`config.mk`:
```
export PLATFORM = sky130hd
export DESIGN_NAME = comparator_control
export DESIGN_NICKNAME = d
export VERILOG_FILES = /design/src/rtl/comparator_pkg.sv /design/src/rtl/comparator_control.sv
export SDC_FILE = /design/constraint.sdc
export NUM_CORES = 1
export LEC_CHECK = 0
export ABC_AREA = 1
export BUFFER_PORTS_ARGS = -buffer_cell sky130_fd_sc_hd__buf_2
export CAP_MARGIN = 20
export CORE_ASPECT_RATIO = 0.75
export CORE_MARGIN = 4
export CORE_UTILIZATION = 36
export CTS_CLUSTER_DIAMETER = 30
export CTS_CLUSTER_SIZE = 10
export DETAILED_ROUTE_END_ITERATION = 8
export PLACE_DENSITY_LB_ADDON = 0.3
export REMOVE_ABC_BUFFERS = 1
export SYNTH_ARGS = -nofsm -noshare
export SYNTH_HDL_FRONTEND = slang
export SYNTH_SLANG_ARGS = --single-unit
```
`constraint.sdc`:
```
create_clock -name CLOCK -period 3.2 [get_ports CLOCK]
set_clock_uncertainty 0.2 [all_clocks]
set_input_delay 0.48 -clock CLOCK [delete_from_list [all_inputs] [get_ports CLOCK]]
set_output_delay 0.48 -clock CLOCK [all_outputs]
set_load 0.005 [all_outputs]
```
`src/rtl/comparator_pkg.sv`:
```
// package: register map, field positions and types for the comparator control block
// Notes on behaviour
// The raw comparator result is high when the selected positive input exceeds the negative.
// Software sees the result only after a two-stage synchroniser, one to two cycles late.
// Event mode 00 is any toggle, 01 reserved, 10 falling edge, 11 rising edge.
// The event flag (control/status bit 4) sets whenever the chosen event is seen.
// The interrupt request is high only while flag, irq enable and global enable are all one.
// The flag clears when the processor takes the comparator interrupt vector.
// Writing one to the flag bit clears it; writing zero leaves it.
// The power-off bit (bit 7) switches the comparator off at any time; clearing it restores it.
// Software clears the irq enable before changing the power-off bit.
// Software clears the irq enable before rewriting the event mode field.
// Reference select (bit 6) routes the internal reference to the positive input, else the pin.
// With mux enable one and converter off, channel select picks channel 0..3 as negative input.
// Bit 2 of the control/status register is reserved and reads zero.
// A pin's buffer-off bit disables its input buffer and forces its port bit to read zero.
// Software should set buffer-off bits on analog pins whose digital value is unused.
// In converter control B only bit 6 and bits 2..0 are writable; all reset to zero.
// Edges are found by comparing the synchronised result with its value one cycle earlier.
package comparator_pkg;
   // register addresses on the plain register port
   localparam logic [1:0] ADDR_CONV_CTRL_B = 2'h0;
   localparam logic [1:0] ADDR_CMP_CTRL    = 2'h1;
   localparam logic [1:0] ADDR_DIG_DISABLE = 2'h2;
   // control/status field positions
   localparam int CS_POWER_OFF = 7;
   localparam int CS_REF_SEL   = 6;
   localparam int CS_RESULT    = 5;
   localparam int CS_FLAG      = 4;
   localparam int CS_IRQ_EN    = 3;
   // converter control B field positions and writable mask
   localparam int CB_MUX_EN = 6;
   localparam logic [7:0] CB_WRITE_MASK = 8'h47;
   // digital input disable: writable mask and pin bit positions
   localparam logic [7:0] DD_WRITE_MASK = 8'h3F;
   localparam int DD_NEG_PIN = 1;
   localparam int DD_POS_PIN = 0;
   // reset values
   localparam logic [7:0] CONV_CTRL_B_RESET = 8'h00;
   localparam logic [7:0] DIG_DISABLE_RESET = 8'h00;
   localparam logic [7:0] CMP_CTRL_RESET    = 8'h00;
   // event modes
   typedef enum logic [1:0] {
      MODE_TOGGLE   = 2'b00,
      MODE_RESERVED = 2'b01,
      MODE_FALLING  = 2'b10,
      MODE_RISING   = 2'b11
   } event_mode_t;
   // analog input selection travelling together
   typedef struct packed {
      logic       pos_is_reference;
      logic       neg_is_channel;
      logic [1:0] neg_channel;
   } input_select_t;
endpackage

```
`src/rtl/comparator_control.sv`:
```
// comparator control: input routing, synchroniser, edge events, flag and registers
//
// Added by the designer: the register offsets and strobed register access.
`timescale 1ns/1ns
module comparator_control (
   // clock and reset
   input  wire logic                       CLOCK,
   input  wire logic                       RSTN,
   // register port
   input  wire logic [1:0]                 ADDR,
   input  wire logic [7:0]                 WDATA,
   input  wire logic                       WR,
   input  wire logic                       RD,
   output logic      [7:0]                 RDATA,
   // analog comparator side
   input  wire logic                       VPOS_PIN_GT_NEG,
   input  wire logic                       VREF_GT_NEG,
   input  wire logic [3:0]                 VPOS_GT_CHANNEL,
   input  wire logic                       VREF_GT_CHANNEL_ANY,
   output comparator_pkg::input_select_t   INPUT_SELECT,
   output logic                            COMPARATOR_POWER_OFF,
   // digital pins and converter
   input  wire logic                       POS_PIN_IN,
   input  wire logic                       NEG_PIN_IN,
   output logic                            POS_PORT_BIT,
   output logic                            NEG_PORT_BIT,
   output logic      [5:0]                 BUFFER_OFF,
   input  wire logic                       CONVERTER_ENABLE,
   output logic      [2:0]                 TRIGGER_SELECT,
   // processor interrupt
   input  wire logic                       GLOBAL_IRQ_ENABLE,
   input  wire logic                       VECTOR_TAKEN,
   output logic                            IRQ
);
   logic       rst_meta_reg, rst_n_reg;
   logic [7:0] conv_b_reg, dig_dis_reg;
   logic       power_off_reg, ref_sel_reg, flag_reg, irq_en_reg;
   logic [1:0] mode_reg;
   logic [1:0] chan_sel_reg;
   logic       raw_result, sync1_reg, sync2_reg, prev_reg;
   logic       rise, fall, event_hit;
   comparator_pkg::input_select_t sel;

   // reset release through two flip-flops
   always_ff @(posedge CLOCK or negedge RSTN) begin
      if (!RSTN) begin
         rst_meta_reg <= 1'b0;
         rst_n_reg    <= 1'b0;
      end else begin
         rst_meta_reg <= 1'b1;
         rst_n_reg    <= rst_meta_reg;
      end
   end

   // input routing
   always_comb begin
      sel.pos_is_reference = ref_sel_reg;
      sel.neg_is_channel   = conv_b_reg[comparator_pkg::CB_MUX_EN] & ~CONVERTER_ENABLE;
      sel.neg_channel      = chan_sel_reg;
   end
   assign INPUT_SELECT = sel;

   // raw decision from the selected pair; forced low while powered off
   always_comb begin
      if (power_off_reg) begin
         raw_result = 1'b0;
      end else if (sel.neg_is_channel) begin
         raw_result = sel.pos_is_reference ? VREF_GT_CHANNEL_ANY
                                           : VPOS_GT_CHANNEL[sel.neg_channel];
      end else begin
         raw_result = sel.pos_is_reference ? VREF_GT_NEG : VPOS_PIN_GT_NEG;
      end
   end

   // synchroniser and one-cycle history
   always_ff @(posedge CLOCK or negedge rst_n_reg) begin
      if (!rst_n_reg) begin
         sync1_reg <= 1'b0;
         sync2_reg <= 1'b0;
         prev_reg  <= 1'b0;
      end else begin
         sync1_reg <= raw_result;
         sync2_reg <= sync1_reg;
         prev_reg  <= sync2_reg;
      end
   end

   // edge pulses and event selection
   assign rise = sync2_reg & ~prev_reg;
   assign fall = ~sync2_reg & prev_reg;
   always_comb begin
      case (comparator_pkg::event_mode_t'(mode_reg))
         comparator_pkg::MODE_TOGGLE:  event_hit = rise | fall;
         comparator_pkg::MODE_FALLING: event_hit = fall;
         comparator_pkg::MODE_RISING:  event_hit = rise;
         default:                      event_hit = 1'b0;
      endcase
   end

   // event flag: set wins over clear
   always_ff @(posedge CLOCK or negedge rst_n_reg) begin
      if (!rst_n_reg) begin
         flag_reg <= 1'b0;
      end else if (event_hit) begin
         flag_reg <= 1'b1;
      end else if (VECTOR_TAKEN) begin
         flag_reg <= 1'b0;
      end else if (WR && ADDR == comparator_pkg::ADDR_CMP_CTRL
                   && WDATA[comparator_pkg::CS_FLAG]) begin
         flag_reg <= 1'b0;
      end
   end

   // control/status writable fields
   always_ff @(posedge CLOCK or negedge rst_n_reg) begin
      if (!rst_n_reg) begin
         power_off_reg <= comparator_pkg::CMP_CTRL_RESET[comparator_pkg::CS_POWER_OFF];
         ref_sel_reg   <= comparator_pkg::CMP_CTRL_RESET[comparator_pkg::CS_REF_SEL];
         irq_en_reg    <= comparator_pkg::CMP_CTRL_RESET[comparator_pkg::CS_IRQ_EN];
         mode_reg      <= comparator_pkg::CMP_CTRL_RESET[1:0];
      end else if (WR && ADDR == comparator_pkg::ADDR_CMP_CTRL) begin
         power_off_reg <= WDATA[comparator_pkg::CS_POWER_OFF];
         ref_sel_reg   <= WDATA[comparator_pkg::CS_REF_SEL];
         irq_en_reg    <= WDATA[comparator_pkg::CS_IRQ_EN];
         mode_reg      <= WDATA[1:0];
      end
   end

   // converter control B and digital input disable
   always_ff @(posedge CLOCK or negedge rst_n_reg) begin
      if (!rst_n_reg) begin
         conv_b_reg   <= comparator_pkg::CONV_CTRL_B_RESET;
         dig_dis_reg  <= comparator_pkg::DIG_DISABLE_RESET;
         chan_sel_reg <= 2'b00;
      end else if (WR) begin
         if (ADDR == comparator_pkg::ADDR_CONV_CTRL_B) begin
            conv_b_reg <= WDATA & comparator_pkg::CB_WRITE_MASK;
         end
         if (ADDR == comparator_pkg::ADDR_DIG_DISABLE) begin
            dig_dis_reg <= WDATA & comparator_pkg::DD_WRITE_MASK;
         end
         if (ADDR == 2'h3) begin
            chan_sel_reg <= WDATA[1:0];                                    // channel select
         end
      end
   end

   // read data, one cycle after the strobe
   always_ff @(posedge CLOCK or negedge rst_n_reg) begin
      if (!rst_n_reg) begin
         RDATA <= 8'h00;
      end else if (RD) begin
         case (ADDR)
            comparator_pkg::ADDR_CONV_CTRL_B: RDATA <= conv_b_reg;
            comparator_pkg::ADDR_CMP_CTRL:
               RDATA <= {power_off_reg, ref_sel_reg, sync2_reg, flag_reg,
                         irq_en_reg, 1'b0, mode_reg};
            comparator_pkg::ADDR_DIG_DISABLE: RDATA <= dig_dis_reg;
            default:                          RDATA <= {6'h00, chan_sel_reg};
         endcase
      end else begin
         RDATA <= 8'h00;
      end
   end

   // pins, buffers, power and interrupt
   assign POS_PORT_BIT = POS_PIN_IN & ~dig_dis_reg[comparator_pkg::DD_POS_PIN];
   assign NEG_PORT_BIT = NEG_PIN_IN & ~dig_dis_reg[comparator_pkg::DD_NEG_PIN];
   assign BUFFER_OFF   = dig_dis_reg[5:0];
   assign COMPARATOR_POWER_OFF = power_off_reg;
   assign TRIGGER_SELECT = conv_b_reg[2:0];
   assign IRQ = flag_reg & irq_en_reg & GLOBAL_IRQ_ENABLE;
endmodule

```
==> impl_metrics.py <==
metrics = {
    "cells_and_area": {
        "fillers": 378,
        "final_cell_area_sq_um": 1758,
        "area_delta_synth_final_pct": 25.45,
        "drive_above_1_share": 0.3645,
        "regArea_sq_um": 775.7,
        "multi_input_area_sq_um": 490.5,
        "final_util": 0.4740,
        "largest_reg_flops": 8,
        "nets": 232,
        "diodes": 0,
    },
    "status": {
        "status": "completed",
    },
    "synth": {
        "synthAdderAreaFrac": 0.01786,
        "synth_compound_area_frac": 0.1482,
        "synth_most_common_cell": "nand2_1",
        "synth_edf_count": 0,
        "synth_top_family_by_area": "simple AND/OR/NAND/NOR gates",
        "netlist_area_sq_um": 1401,
        "synth_top_area_frac": 0.5536,
        "synthTopCellsByCount": "nand2_1, dfrtp_1, inv_1, o21ai_0",
        "synth_top_area_cell": "dfrtp_1",
        "synth_warnings": 0,
        "synth-xor-area-share": 0,
        "synthMuxAreaShare": 0.01071,
        "yosys.area_share.simple": 0.1705,
        "async_reset_ff_frac": 1.000,
        "synth_cells": 151,
        "synth_seq_area_share": 0.5536,
        "ys_ff_latch": 31,
        "syn_avg_cell_area_sq_um": 9.280,
        "synth.distinct_cells": 24,
        "synthFlopType": "dfrtp_1",
        "synth_area_leaders": "dfrtp_1, nand2_1, inv_1",
    },
    "place": {
        "placed_cell_area_sq_um": 1675,
        "portBuffers": 50,
        "gp_congestion": 0.7485,
        "dp_hpwl_um": 2358,
    },
    "worst_setup_path": {
        "crit_fanout": 3,
        "cp.arrival_ns": 1.14,
        "critPathCaptureType": "output port",
        "worst-setup-path-type": "reg2out",
        "crit_required_ns": 2.52,
        "cp-start-kind": "flop",
    },
    "timing": {
        "max_freq_ghz": 0.5501,
        "rsz0062_at_grt": "no",
        "setup_viol": 0,
        "fin_crit_ns": 1.818,
        "drv_slew": 0,
        "final-hold-violation-count": 0,
        "fin_setup_tns_ns": 0,
        "fin_crit_sh": 0.5680,
    },
    "cts": {
        "cts_tree": "built",
        "cts_setup_buffers": 0,
        "clk_pin_slew_ns": 0.06,
        "root_buffer": "clkbuf_8",
        "cts_buffer_depth": 2,
        "htree_levels": 2,
        "cts.repair.resized": 0,
        "cts_sinks": 31,
        "cts_buffers": 5,
        "clk_latency_ns": 0.27,
    },
    "grt": {
        "grt_pass1_wl_um": 5030,
        "grt_antenna_before_repair": 0,
        "grt_remaining_overflow": 0,
        "grt_pass1_vias": 1108,
        "grt_max_degree": 30,
        "track_usage": 0.1323,
    },
    "routing": {
        "drt_first_pass_iters": 4,
        "routed_via_density": 4.404,
        "ant_nets": 0,
        "drt-initial-drc-count": 18,
        "avgRoutedWirePerCell_um": 11.69,
        "routed_wl_um": 2980,
        "drc": 0,
        "vias": 1123,
    },
    "power_and_ir_drop": {
        "leakage_nw": 0.9636,
        "p_per_area_nw_per_um2": 532.8,
        "finalPower_w": 0.0009366,
        "ir_drop_v": 0.0002691,
    },
    "floorplanning": {
        "die_x_um": 80.04,
        "die_area_sq_um": 4965,
        "start_util": 0.3779,
        "rows": 19,
        "io_pins": 51,
        "fp.dieH_um": 62.03,
        "core_area_sq_um": 3709,
    },
    "flow_run": {
        "max_cap_viol_count": 0,
    },
    "worst_hold_path": {
        "hold_path_class": "reg2async",
    },
}
## metal layers
layer,routed length (um),part of all wire,track usage
met2,1189,0.40,0.1981
met5,0,0,0
met4,10,0.0034,0.02892
met1,1531,0.51,0.1850
met3,249,0.084,0.04899
## through the flow
step	hold WS (ns)	setup slack, ns	std cells
detailed placement	0.06563	1.463	248
global placement	0.05549	1.477	248
floorplan	-0.01559	1.678	145
CTS	0.06936	1.362	255
finish	0.04825	1.382	255
global route	0.1021	1.272	255
## area by class of cell
class / instances / share of cell area
clock buffer: 6 / 0.04128
timing repair buffer: 52 / 0.1523
inverter: 23 / 0.04911
tap: 52 / 0.03701
multi-input combinational: 91 / 0.2790
sequential: 31 / 0.4413
## critical path, cell delays in order, from the launching register on
cell and delay (ns):
dfrtp_1 0.38, inv_1 0.05, or2_2 0.29, inv_1 0.05, buf_2 0.10
## power by group
| group | internal, W | switching [W] |
|---|---|---|
| Clock | 0.000144 | 0.000123 |
| Combinational | 0.0000857 | 0.0000978 |
| Sequential | 0.000446 | 0.0000395 |
## worst paths after layout
check / startpoint / to / slack (ns) / depth (start not counted)
worst max-delay path: conv_b_reg[6]$_DFFE_PN0P_ / INPUT_SELECT[2] / 1.38 / 4
worst min register to register: rst_n_reg$_DFF_PN0_ / RDATA[4]$_DFF_PN0_ / 0.05 / 1
worst min-delay path: rst_n_reg$_DFF_PN0_ / RDATA[4]$_DFF_PN0_ / 0.05 / 1
max in group asynchronous: RSTN / rst_meta_reg$_DFF_PN0_ / 2.38 / 2
worst max register to register: sync2_reg$_DFF_PN0_ / flag_reg$_DFFE_PN0P_ / 1.84 / 5
min in group CLOCK: sync1_reg$_DFF_PN0_ / sync2_reg$_DFF_PN0_ / 0.15 / 0
## logic make-up after synthesis
logic type | count (synthesis)
other cells | 1
mux | 1
fa+ha+maj | 2
compound gates | 31
flops | 31
buf+inv | 29
simple gates | 56
## placed cells by master, fill, tap and decap left out
master,count
a21boi_0,1
a21oi_1,2
a21oi_2,1
buf_2,50
buf_4,1
clkbuf_1,1
clkbuf_8,5
conb_1,1
dfrtp_1,31
dlygate4sd3_1,1
ha_1,2
inv_1,22
inv_2,1
mux2_4,1
nand2_1,34
nand2_2,2
nand3_1,7
nor2_1,9
nor2_2,1
nor2_4,1
o2111ai_1,1
o211ai_1,1
o21ai_0,14
o21ai_2,9
o221ai_1,1
o31ai_1,1
or2_2,2
## what timing repair did
item	in CTS	in global routing
hold buffers	1	0
endpoints found under the hold margin	2	0
endpoints found under the setup margin	0	0
Note: power is estimated with default switching activity, not from simulation.
